<file path="src/rtl/hbsa_pkg.sv">
/*
 * Shared constants for the host bus suspend arbiter: pin slots of the
 * synchroniser, idle pin levels, slave wait count and the arbiter states.
 * Assumes a single 20 MHz processor clock and a synchronous active-low reset.
 */
package hbsa_pkg;
   // Processor clock rate
   localparam int CLK_HZ = 20_000_000;

   // Slots of the synchronised pin vector
   localparam int PIN_W      = 4;
   localparam int PIN_HBR    = 0;
   localparam int PIN_SUSPEND_BUS_FLOAT_N   = 1;
   localparam int PIN_CS     = 2;
   localparam int PIN_ACK    = 3;
   // Active-low strobes idle high, bus acknowledge idles low
   localparam logic [PIN_W-1:0] PIN_IDLE = 4'h7;

   // Wait cycles before a direct slave access is acknowledged
   localparam int          SLAVE_WAIT_W   = 4;
   localparam logic [3:0]  SLAVE_WAIT_CYC = 4'h2;
   localparam logic [3:0]  WAIT_ZERO      = 4'h0;
   localparam logic [3:0]  WAIT_ONE       = 4'h1;

   typedef enum logic [2:0] {
      ST_IDLE,
      ST_ACC,
      ST_SUSP,
      ST_REL,
      ST_GRANT,
      ST_FLOAT
   } hbsa_state_t;
endpackage

</file>
<file path="src/rtl/hbsa_sync_if.sv">
/*
 * Carrier between the pin synchroniser and the arbiter core.
 * Assumes both ends run on the processor clock.
 */
`timescale 1ns/1ps
interface hbsa_sync_if #(
   parameter int W = 4
);
   logic [W-1:0] raw;
   logic [W-1:0] lvl;
   modport sync (input raw, output lvl);
   modport core (output raw, input lvl);
endinterface

</file>
<file path="src/rtl/hbsa_arbiter.sv">
/*
 * Host bus handover and suspend logic of the processor external port.
 * Assumes core/DMA access requests and bus lock come from logic on mclk_in;
 * host request, suspend, chip select and bus acknowledge are pins.
 */
`timescale 1ns/1ps
// Functional notes
// - Suspend plus request during a core access holds it until both are released.
// - Suspend plus request during DMA access: grant withheld until access ends.
// - Suspend plus request under bus lock floats the bus, no slave mode.
// - Only an unlocked core access may be suspended for host access.
// - Suspend after recognised request gives grant in the next cycle.
// - Request removal drops grant; suspended access restarts one cycle later.
// - A started DMA word runs to its acknowledge before bus handover.
// - Direct chip-select access completes via wait handshake without grant.
// - Suspend plus request during an unlocked core access puts the device in slave mode, access suspended.
// - Normal request is granted only after the current access completes.
module hbsa_arbiter
   import hbsa_pkg::*;
#(
   parameter logic [SLAVE_WAIT_W-1:0] SLAVE_WAIT = SLAVE_WAIT_CYC
) (
   input  wire logic mclk_in,
   input  wire logic rst_b_in,
   input  wire logic host_bus_request_n_in,
   input  wire logic suspend_bus_float_n_in,
   input  wire logic chip_select_n_in,
   input  wire logic bus_ack_in,
   input  wire logic access_start_in,
   input  wire logic access_is_dma_in,
   input  wire logic bus_lock_in,
   output logic      host_bus_grant_n_out,
   output logic      bus_hiz_out,
   output logic      slave_mode_out,
   output logic      access_suspended_out,
   output logic      access_restart_out,
   output logic      access_busy_out,
   output logic      host_wait_ack_out
);
   hbsa_sync_if #(.W(PIN_W)) pins ();

   hbsa_pin_sync #(.W(PIN_W)) u_sync (
      .mclk_in  (mclk_in),
      .rst_b_in (rst_b_in),
      .pins     (pins)
   );

   assign pins.raw = {bus_ack_in, chip_select_n_in, suspend_bus_float_n_in, host_bus_request_n_in};

   logic hbr_s, suspend_bus_float_n_s, cs_s, ack_s, susp_req;
   assign hbr_s    = !pins.lvl[PIN_HBR];
   assign suspend_bus_float_n_s   = !pins.lvl[PIN_SUSPEND_BUS_FLOAT_N];
   assign cs_s     = !pins.lvl[PIN_CS];
   assign ack_s    = pins.lvl[PIN_ACK];
   assign susp_req = hbr_s && suspend_bus_float_n_s;

   hbsa_state_t              st_q, st_d;
   logic                     dma_q, dma_d;
   logic                     grant_n_q, grant_n_d;
   logic                     hiz_q, hiz_d;
   logic                     slave_q, slave_d;
   logic                     susp_q, susp_d;
   logic                     restart_q, restart_d;
   logic                     busy_q, busy_d;
   logic                     wack_q, wack_d;
   logic [SLAVE_WAIT_W-1:0]  wcnt_q, wcnt_d;

   always_comb begin
      st_d      = st_q;
      dma_d     = dma_q;
      restart_d = 1'b0;
      unique case (st_q)
         ST_IDLE: begin
            if (hbr_s) begin
               st_d = ST_GRANT;
            end else if (access_start_in) begin
               st_d  = ST_ACC;
               dma_d = access_is_dma_in;
            end
         end
         ST_ACC: begin
            if (ack_s) begin
               st_d = ST_IDLE;
            end else if (susp_req) begin
               if (dma_q) begin
                  st_d = ST_ACC;
               end else if (bus_lock_in) begin
                  st_d = ST_FLOAT;
               end else begin
                  st_d = ST_SUSP;
               end
            end
         end
         ST_SUSP: begin
            if (!hbr_s && !suspend_bus_float_n_s) begin
               st_d = ST_REL;
            end
         end
         ST_REL: begin
            restart_d = 1'b1;
            st_d      = ST_ACC;
         end
         ST_GRANT: begin
            if (!hbr_s) begin
               st_d = ST_IDLE;
            end
         end
         ST_FLOAT: begin
            if (!hbr_s && !suspend_bus_float_n_s) begin
               st_d = ST_ACC;
            end
         end
      endcase
      grant_n_d = !(st_d == ST_SUSP || st_d == ST_GRANT);
      hiz_d     = (st_d == ST_SUSP || st_d == ST_GRANT || st_d == ST_FLOAT);
      slave_d   = (st_d == ST_SUSP || st_d == ST_GRANT);
      susp_d    = (st_d == ST_SUSP || st_d == ST_REL);
      busy_d    = (st_d == ST_ACC || st_d == ST_SUSP || st_d == ST_REL || st_d == ST_FLOAT);
   end

   // Direct slave access; served only while idle, granted or suspended
   always_comb begin
      wcnt_d = wcnt_q;
      wack_d = wack_q;
      if (!cs_s) begin
         wcnt_d = WAIT_ZERO;
         wack_d = 1'b0;
      end else if (st_q == ST_IDLE || st_q == ST_GRANT || st_q == ST_SUSP) begin
         if (wcnt_q + WAIT_ONE >= SLAVE_WAIT) begin
            wack_d = 1'b1;
         end else begin
            wcnt_d = wcnt_q + WAIT_ONE;
         end
      end
   end

   always_ff @(posedge mclk_in) begin
      if (!rst_b_in) begin
         st_q      <= ST_IDLE;
         dma_q     <= 1'b0;
         grant_n_q <= 1'b1;
         hiz_q     <= 1'b0;
         slave_q   <= 1'b0;
         susp_q    <= 1'b0;
         restart_q <= 1'b0;
         busy_q    <= 1'b0;
         wack_q    <= 1'b0;
         wcnt_q    <= WAIT_ZERO;
      end else begin
         st_q      <= st_d;
         dma_q     <= dma_d;
         grant_n_q <= grant_n_d;
         hiz_q     <= hiz_d;
         slave_q   <= slave_d;
         susp_q    <= susp_d;
         restart_q <= restart_d;
         busy_q    <= busy_d;
         wack_q    <= wack_d;
         wcnt_q    <= wcnt_d;
      end
   end

   assign host_bus_grant_n_out = grant_n_q;
   assign bus_hiz_out          = hiz_q;
   assign slave_mode_out       = slave_q;
   assign access_suspended_out = susp_q;
   assign access_restart_out   = restart_q;
   assign access_busy_out      = busy_q;
   assign host_wait_ack_out    = wack_q;
endmodule // hbsa_arbiter

</file>
<file path="src/rtl/hbsa_pin_sync.sv">
/*
 * Three-flop pin synchroniser with agreement filter.
 * Assumes raw pins are asynchronous to mclk_in; a change is taken once
 * the second and third stages agree.
 */
`timescale 1ns/1ps
module hbsa_pin_sync
   import hbsa_pkg::*;
#(
   parameter int W = PIN_W
) (
   input  wire logic mclk_in,
   input  wire logic rst_b_in,
   hbsa_sync_if.sync pins
);
   logic [W-1:0] s1_q, s2_q, s3_q, lvl_q;
   logic [W-1:0] s1_d, s2_d, s3_d, lvl_d;

   always_comb begin
      s1_d  = pins.raw;
      s2_d  = s1_q;
      s3_d  = s2_q;
      // First stage is read only by the second stage
      lvl_d = lvl_q;
      for (int i = 0; i < W; i++) begin
         if (s2_q[i] == s3_q[i]) begin
            lvl_d[i] = s3_q[i];
         end
      end
   end

   always_ff @(posedge mclk_in) begin
      if (!rst_b_in) begin
         s1_q  <= PIN_IDLE;
         s2_q  <= PIN_IDLE;
         s3_q  <= PIN_IDLE;
         lvl_q <= PIN_IDLE;
      end else begin
         s1_q  <= s1_d;
         s2_q  <= s2_d;
         s3_q  <= s3_d;
         lvl_q <= lvl_d;
      end
   end

   assign pins.lvl = lvl_q;
endmodule // hbsa_pin_sync

</file>
<file path="config.mk">
export PLATFORM = sky130hd
export DESIGN_NAME = hbsa_arbiter
export DESIGN_NICKNAME = d
export VERILOG_FILES = /design/src/rtl/hbsa_pkg.sv /design/src/rtl/hbsa_sync_if.sv /design/src/rtl/hbsa_arbiter.sv /design/src/rtl/hbsa_pin_sync.sv
export SDC_FILE = /design/constraint.sdc
export NUM_CORES = 1
export LEC_CHECK = 0
export BUFFER_PORTS_ARGS = -buffer_cell sky130_fd_sc_hd__buf_2
export CORE_MARGIN = 4
export CORE_UTILIZATION = 35
export DETAILED_ROUTE_END_ITERATION = 10
export PLACE_DENSITY = 0.62
export SYNTH_ARGS = -nofsm -noshare
export SYNTH_HDL_FRONTEND = slang
export SYNTH_HIERARCHICAL = 1
export SYNTH_SLANG_ARGS = --single-unit
</file>
<file path="constraint.sdc">
create_clock -name mclk_in -period 1.7 [get_ports mclk_in]
set_input_delay 0.34 -clock mclk_in [delete_from_list [all_inputs] [get_ports mclk_in]]
set_output_delay 0.34 -clock mclk_in [all_outputs]
set_load 0.005 [all_outputs]
</file>
# Word level (Yosys, flattened, before mapping)
# Cells that the tools add are included.
# Widths: inputs -> output; s select.
[totals]
register_bits = 31
input_bits = 9
output_inout_bits = 7
word_cells = 64
[classes]
addsub = 1
n_lt_le_gt_ge = 1
eq_ne = 14
muxes = 11
bitwise_logic = 2
reduce_logical = 18
[op_table]
columns = ["operator", "count"]
rows = [
  ["$mux 3", 9],
  ["$pmux 3 s6", 1],
  ["$eq 3x2->1 const B", 4],
  ["$eq 3x3->1 const B", 4],
  ["$logic_or 1x1->1", 8],
  ["$eq 3x1->1 const B", 2],
  ["$add 4x1->4 const B", 1],
  ["$eq 1x1->1", 4],
  ["$ge 4x2->1 const B", 1],
  ["$reduce_and 2->1", 2],
  ["$logic_not 1->1", 3],
  ["$logic_not 3->1", 1],
  ["$reduce_and 3->1", 1],
  ["$logic_and 1x1->1", 2],
  ["$not 1->1", 2],
  ["$reduce_or 2->1", 1],
  ["$mux 1", 1],
]

# Depth between registers and ports, before layout
# Gate-level depths: netlist (run 1).
[logic_depth]
word_depth = 9
depth_mapped = 6

# Cells and area by module
# The synthesis (run 1) kept the hierarchy.
[modules_own_cells]
columns = ["module", "instances", "cells_each", "area_each_um2"]
rows = [
  ["hbsa_arbiter", 1, 80, 750.7],
  ["hbsa_pin_sync", 1, 41, 471.7],
]

# Worst setup path after synthesis (run 1)
# No wires, ideal clock.
[synth_timing]
kind = "reg-to-reg"
start = "register u_sync.lvl_q[0], in the netlist u_sync/pins.lvl[0]"
end = "register grant_n_q, in the netlist host_bus_grant_n_out"
setup_ps = 137
arrival_ps = 1281
t_required_ps = 1563
slack_ps = 282
stages_incl_launch_ff = 5
path_buffers = 0
path_cell_list = "dfxtp_1 > or3_1 > o32a_1 > o22ai_2 > o211ai_1"
[synth_between]
elab_chain_cells = 8
[synth_rtl]
columns = ["item", "line", "text"]
rows = [
  ["start, declared", "hbsa_pin_sync.sv:16", "logic [W-1:0] s1_q, s2_q, s3_q, lvl_q;"],
  ["start signal, assigned", "hbsa_pin_sync.sv:42", "lvl_q <= lvl_d;"],
  ["$logic_not 1->1", "hbsa_arbiter.sv:51", "assign hbr_s = !pins.lvl[PIN_HBR];"],
  ["$logic_and 1x1->1", "hbsa_arbiter.sv:55", "assign susp_req = hbr_s && suspend_bus_float_n_s;"],
  ["$mux 3", "hbsa_arbiter.sv:84", "end else if (susp_req) begin"],
  ["$mux 3", "hbsa_arbiter.sv:82", "if (ack_s) begin"],
  ["$pmux 3 s6 *", "hbsa_arbiter.sv:72", "unique case (st_q)"],
  ["$eq 3x2->1 / $eq 3x3->1 (equally long branches)", "hbsa_arbiter.sv:114", "grant_n_d = !(st_d == ST_SUSP || st_d == ST_GRANT);"],
  ["$logic_or 1x1->1 *", "hbsa_arbiter.sv:114", ""],
  ["$logic_not 1->1 *", "hbsa_arbiter.sv:114", ""],
  ["end signal, assigned", "hbsa_arbiter.sv:152", "grant_n_q <= grant_n_d;"],
  ["end, declared", "hbsa_arbiter.sv:59", "logic grant_n_q, grant_n_d;"],
]
# Mark *: on every way between the ends. The rest lies on a longest branch, timed or not.
# A chain may end at the register's enable or synchronous reset.

# Worst setup path in the final report (run 1)
# Ends and elaborated chain as after synthesis.

==> metrics.csv, run 1 <==
stage,metric,value,unit
status,outcome,"finished, final reports clean",
drt,# DRC,0,
yosys,post-synthesis async set-or-reset flop share,0,%
floorplanning,IO Count,16,
yosys,Avg Synthesized Cell Area,10.1,um^2
cells_and_area,final cell count without fillers,189,
sta,Final Skew,0.00646,ns
grt,pin count of the biggest net entering global routing,25,
floorplanning,row count,21,
drt,detailed-route via count,908,
worst_setup_path,Worst Reg-to-Reg Cells,4,
grt,first-pass GRT wire length,3620,um
clocking,H-tree Lvls,2,
cells_and_area,Synth-to-Final Area Change,13.5,%
worst_setup_path,r2r endpoint,host_bus_grant_n_out,
sta,setup ws final,0.169,ns
worst_setup_path,critical path capture point,host_bus_grant_n_out,
grt,Congestion Overflow GR,0,
worst_setup_path,"Arr. time, crit path",1.73,ns
power_and_ir_drop,Leakage,0.573,nW
worst_setup_path,"Max FO, Critical Path",5,
clocking,CTS Buf Count,5,
clocking,Post-CTS Setup Bufs,0,
floorplanning,Core ar.,0.00336,mm^2
yosys,Synth top cells by count,"dfxtp_1 (31), nor2_1 (9), a21oi_1 (7)",
floorplanning,initial core utilization,36.3,%
sta,Tmin final,1.53,ns
cells_and_area,layout cells sized above 1,21.7,%
yosys,number of distinct library cells after synthesis,42,
place,buffers added on ports,15,
yosys,Synth Flop Type,dfxtp_1,
sta,setup total negative slack,0,ns
power_and_ir_drop,Design Power,1.26,mW
worst_setup_path,kind of critical path,reg2reg,
grt,initial antenna violation count,0,
drt,Final ANT Viol Nets,0,
cells_and_area,Nets,153,
worst_setup_path,Worst setup EP type,flop,
hold_path,min-delay worst type,in2reg,
place,placed instance area,0.00134,mm^2
sta,final setup violation count,0,
yosys,area share of the largest cell type after synthesis,50.8,%
sta,crit share post-route,90.0,%
yosys,Mapped Nets,132,
sta,Final Hold Fails,0,
sta,Slew Limit Headroom,74.8,%
sta,Worst Tran Pin Value,0.375,ns
cells_and_area,Ant. Diodes,0,
worst_setup_path,Worst EP required,1.90,ns
yosys,Yosys warnings,6,
clocking,clk buf depth,2,
yosys,"count leader, synth",dfxtp_1,
yosys,largest area contributor in the netlist,dfxtp_1,
yosys,Mapped Area,0.00122,mm^2
yosys,synth top area cells,"dfxtp_1 (51%), or2b_1 (3.7%), and2_1 (3.1%), a21oi_1 (2.9%), nor2_1 (2.8%)",
grt,gr usage total,11.0,%
drt,vias per cell,4.80,
clocking,clk slew on worst S/H paths,0.09,ns
worst_setup_path,R2R Setup Slk,0.17,ns
yosys,register bit total from synthesis,31,
worst_setup_path,CP Launch Type,flop,
drt,Detailed Routing Iterations Pass 1,4,
sta,worst hold slack,0.184,ns
worst_setup_path,R2R Path Start,u_sync/pins.lvl[0],
yosys,register area share after synthesis,50.8,%
power_and_ir_drop,worst IR drop on VDD,0.361,mV
clocking,CTS Hold Bufs,0,
place,placed insts,181,
floorplanning,Die ar.,0.00450,mm^2
worst_setup_path,CP Launch Point,u_sync/pins.lvl[0],
cells_and_area,Layout Utilization,41.3,%
grt,number of global-route vias before repair,846,
sta,RSZ-0062 raised after global routing,no,
sta,Final Max Tran Viols,0,
place,Final Wtd Congestion,0.846,
clocking,CTS sink cnt,31,
clocking,CTS root buf,clkbuf_4,
power_and_ir_drop,Power Dens Cells,905,mW/mm^2
yosys,"EDFF count, synth",0,
place,DP Worst Slack,0.165,ns
floorplanning,Chip Height,67.1,um
drt,Initial DRC Count,61,
clocking,clk_lat worst skew,0.33,ns
sta,Fmax achieved,653,MHz
flow_run,Max Cap Violations,0,
clocking,post_cts resized,0,
place,HPWL Detailed,1500,um
drt,Routed WL per cell,11.4,um
floorplanning,chip width,67.1,um
clocking,CTS tree,yes,
cells_and_area,"Design Area, Final",0.00139,mm^2
yosys,Mapped Cells,121,
drt,WL final,2150,um
==> where the power goes <==
part	internal, mW	total (mW)	switching, mW
combinational	0.0455	0.0941	0.0485
sequential	0.747	0.760	0.0131
clock	0.161	0.401	0.240
total	0.954	1.26	0.302
==> worst min path at each step <==
| stage | from | endpoint | slack [ns] | depth (start not counted) |
|---|---|---|---|---|
| final | host_bus_request_n_in | u_sync/s1_q[0] | 0.18 | 2 |
| after global routing | chip_select_n_in | u_sync/s1_q[2] | 0.18 | 2 |
| after CTS | chip_select_n_in | u_sync/s1_q[2] | 0.17 | 2 |
| after detailed placement | u_sync/s1_q[0] | u_sync/s2_q[0] | 0.40 | 1 |
| after global placement | u_sync/s1_q[1] | u_sync/s2_q[1] | 0.39 | 1 |
| after floorplan | u_sync/s1_q[2] | u_sync/s2_q[2] | 0.38 | 1 |
==> worst max-delay path: stages, from the launching register on <==
cell	delay, ns
dfxtp_1	0.35
nor4_1	0.38
o211ai_1	0.16
a32oi_1	0.36
o211ai_1	0.15
==> cell type report <==
type / instances / area (um^2)
flip-flops and latches: 31 / 621
repair buffers: 19 / 105
well taps: 46 / 57.6
clock inverters: 1 / 5.00
clock buffers: 7 / 45.0
inverters: 6 / 22.5
fillers: 360 / 1980
multi-input cells: 79 / 532
==> state kept, by name (all words and copies together), names as in the netlist <==
| signal | count |
|---|---|
| access_busy_out | 1 |
| access_restart_out | 1 |
| access_suspended_out | 1 |
| bus_hiz_out | 1 |
| dma_q | 1 |
| host_bus_grant_n_out | 1 |
| host_wait_ack_out | 1 |
| slave_mode_out | 1 |
| st_q | 3 |
| u_sync/pins.lvl | 4 |
| u_sync/s1_q | 4 |
| u_sync/s2_q | 4 |
| u_sync/s3_q | 4 |
| wcnt_q | 4 |
==> kinds of logic after synthesis <==
logic type	synth area share, %
and+or+nand+nor	19.9
AOI/OAI and AO/OA	18.5
DFF	50.8
buffers and inverters	5.73
xor gates and xnor gates	1.43
muxes	1.64
adders and majority gates	2.05
==> layout by cell type (no fill, tap or decap), drive strengths merged, types with 2 or more instances in the layout <==
| master | count |
|---|---|
| nor3b | 2 |
| nor2 | 9 |
| clkbuf | 7 |
| ha | 2 |
| mux2i | 2 |
| nand2 | 5 |
| or2b | 7 |
| a21oi | 7 |
| inv | 6 |
| buf | 19 |
| dfxtp | 31 |
| nand2b | 4 |
| nor2b | 3 |
| o211ai | 3 |
| o22ai | 2 |
| o21ai | 6 |
| and2 | 6 |
| a21boi | 2 |
==> metal layers <==
metal  up-vias  global-route usage, %  share of wire [%]
li1        467                      -                  -
met1       411                   12.2                 43
met2        22                   17.5                 47
met3         8                   4.22                6.9
met4         0                   6.84                2.7
met5         -                      0                  0
No activity file was read; power rests on OpenSTA's default activity.
==> inputs of run 2 (changes only) <==
- HOLD_SLACK_MARGIN: unset -> 0.02
- PLACE_DENSITY: 0.62 -> 0.64
- clock period: 1.7 -> 1.3 ns (I/O delays scaled with it)
==> metrics.csv, run 2 (synthesis results as in run 1) <==
stage,metric,value,unit,change
status,outcome,"finished, violations left",,"was finished, final reports clean"
status,failing checks,setup timing,,
place,HPWL Detailed,1600,um,was 1500 um
place,buffers added on ports,15,,unchanged
drt,Routed WL per cell,10.8,um,was 11.4 um
worst_setup_path,Worst Reg-to-Reg Cells,4,,unchanged
grt,initial antenna violation count,0,,unchanged
clocking,CTS tree,yes,,unchanged
worst_setup_path,critical path capture point,host_bus_grant_n_out,,unchanged
floorplanning,IO Count,16,,unchanged
floorplanning,Die ar.,0.00450,mm^2,unchanged
worst_setup_path,"Max FO, Critical Path",3,,was 5
worst_setup_path,R2R Path Start,dma_q,,was u_sync/pins.lvl[0]
drt,Initial DRC Count,47,,was 61
drt,# DRC,0,,unchanged
power_and_ir_drop,Leakage,0.675,nW,was 0.573 nW
grt,number of global-route vias before repair,907,,was 846
sta,Final Skew,0.00981,ns,was 0.00646 ns
floorplanning,chip width,67.1,um,unchanged
clocking,clk_lat worst skew,0.32,ns,was 0.33 ns
worst_setup_path,worst path cell trace,"or3_4, o32a_1, o22ai_2, o211ai_1",,"was nor4_1, o211ai_1, a32oi_1, o211ai_1"
cells_and_area,most frequent cells in the layout,"dfxtp_1 (26), buf_4 (17), buf_2 (15)",,"was dfxtp_1 (31), buf_2 (15), nor2_1 (9)"
clocking,clk buf depth,2,,unchanged
worst_setup_path,slowest CP cell,or3_4,,was nor4_1
worst_setup_path,"slowest stage delay, CP",0.38,ns,about the same
clocking,CTS Hold Bufs,0,,unchanged
worst_setup_path,Worst EP required,1.49,ns,was 1.90 ns
grt,first-pass GRT wire length,3820,um,was 3620 um
floorplanning,Chip Height,67.1,um,unchanged
grt,Congestion Overflow GR,0,,unchanged
grt,gr usage total,11.5,%,was 11.0%
sta,Worst Tran Pin Value,0.286,ns,was 0.375 ns
cells_and_area,"leading cell type in the layout, fill and taps excluded",dfxtp_1,,unchanged
cells_and_area,final cell count without fillers,203,,was 189
floorplanning,Core ar.,0.00336,mm^2,unchanged
floorplanning,row count,21,,unchanged
hold_path,min-delay worst type,in2reg,,unchanged
place,placed insts,194,,was 181
drt,Final ANT Viol Nets,0,,unchanged
worst_setup_path,CP Launch Point,dma_q,,was u_sync/pins.lvl[0]
sta,Tmin final,1.50,ns,was 1.53 ns
drt,vias per cell,4.69,,was 4.80
clocking,CTS sink cnt,31,,unchanged
sta,Final Hold Fails,0,,unchanged
worst_setup_path,R2R Setup Slk,-0.20,ns,was 0.17 ns
power_and_ir_drop,Power Dens Cells,1120,mW/mm^2,was 905 mW/mm^2
sta,setup ws final,-0.195,ns,was 0.169 ns
drt,detailed-route via count,953,,was 908
worst_setup_path,CP Launch Type,flop,,unchanged
cells_and_area,layout cells sized above 1,38.9,%,was 21.7%
place,DP Worst Slack,-0.168,ns,was 0.165 ns
flow_run,Max Cap Violations,0,,unchanged
worst_setup_path,kind of critical path,reg2reg,,unchanged
cells_and_area,Synth-to-Final Area Change,29.2,%,was 13.5%
sta,crit share post-route,115,%,was 90.0%
floorplanning,initial core utilization,36.3,%,unchanged
worst_setup_path,Worst setup EP type,flop,,unchanged
sta,Final Max Tran Viols,0,,unchanged
cells_and_area,Ant. Diodes,0,,unchanged
clocking,CTS Buf Count,5,,unchanged
clocking,H-tree Lvls,2,,unchanged
sta,Fmax achieved,669,MHz,was 653 MHz
cells_and_area,Nets,167,,was 153
cells_and_area,Layout Utilization,46.9,%,was 41.3%
grt,pin count of the biggest net entering global routing,18,,was 25
clocking,CTS root buf,clkbuf_4,,unchanged
clocking,clk slew on worst S/H paths,0.10,ns,was 0.09 ns
sta,Slew Limit Headroom,80.8,%,was 74.8%
place,Final Wtd Congestion,0.805,,was 0.846
sta,final setup violation count,8,,was 0
sta,RSZ-0062 raised after global routing,yes,,was no
drt,WL final,2200,um,was 2150 um
power_and_ir_drop,worst IR drop on VDD,0.691,mV,was 0.361 mV
worst_setup_path,"Arr. time, crit path",1.69,ns,was 1.73 ns
worst_setup_path,r2r endpoint,host_bus_grant_n_out,,unchanged
drt,Detailed Routing Iterations Pass 1,4,,unchanged
[run 2: stage by stage]
step / hold slack (ns) / setup TNS [ns] / total power [mW] / cell area (um^2)
after floorplan: 0.356 / -0.197 / 1.12 / 1240
after detailed placement: 0.392 / -0.849 / 1.17 / 1460
final: 0.116 / -0.812 / 1.78 / 1580
after global placement: 0.391 / -0.689 / 1.16 / 1460
after global routing: 0.0993 / -1.53 / 1.88 / 1580
after CTS: 0.0932 / -0.771 / 1.81 / 1550
[run 2: timing repair]
item                       4_1_cts  5_1_grt
resized for setup                3        8
pin swaps                        0        4
hold endpoints to repair         0        0
buffers inserted                 1        0
setup endpoints to repair        8       12
[run 2: cell type report]
cell class	count	area, um^2
Multi-Input combinational cell	79	589
Timing Repair Buffer	33	214
Tap cell	46	57.6
Clock buffer	8	68.8
Fill cell	355	1780
Sequential cell	31	627
Inverter	6	22.5
[run 2: how the worst min path moves through the flow]
stage / from / end / slack [ns] / cells past startpoint
after floorplan: host_bus_request_n_in / u_sync/s1_q[0] / 0.36 / 1
after global placement: u_sync/s1_q[1] / u_sync/s2_q[1] / 0.39 / 1
after detailed placement: u_sync/s1_q[1] / u_sync/s2_q[1] / 0.39 / 1
after CTS: host_bus_request_n_in / u_sync/s1_q[0] / 0.09 / 2
after global routing: host_bus_request_n_in / u_sync/s1_q[0] / 0.1 / 2
final: chip_select_n_in / u_sync/s1_q[2] / 0.12 / 2
[run 2: critical path, delay by kind of cell, from the launching register on]
family             cells  cell delay (ns)
AOI/OAI and AO/OA      3             0.65
DFF                    1             0.34
and+or+nand+nor        1             0.38
[run 2: power by group]
part | total, mW | leakage (nW) | internal, mW | switching (mW)
logic | 0.157 | 0.382 | 0.0854 | 0.0712
registers | 0.997 | 0.254 | 0.978 | 0.0192
clock network | 0.622 | 0.0386 | 0.318 | 0.304
total | 1.78 | 0.675 | 1.38 | 0.394
[run 2: per-layer routing]
metal	track usage (%)	vias up	share of wire (%)
met2	17.4	29	47
met1	13.8	426	44
met4	5.82	0	1.7
li1	-	492	-
met3	5.06	6	7.3
met5	0	-	0
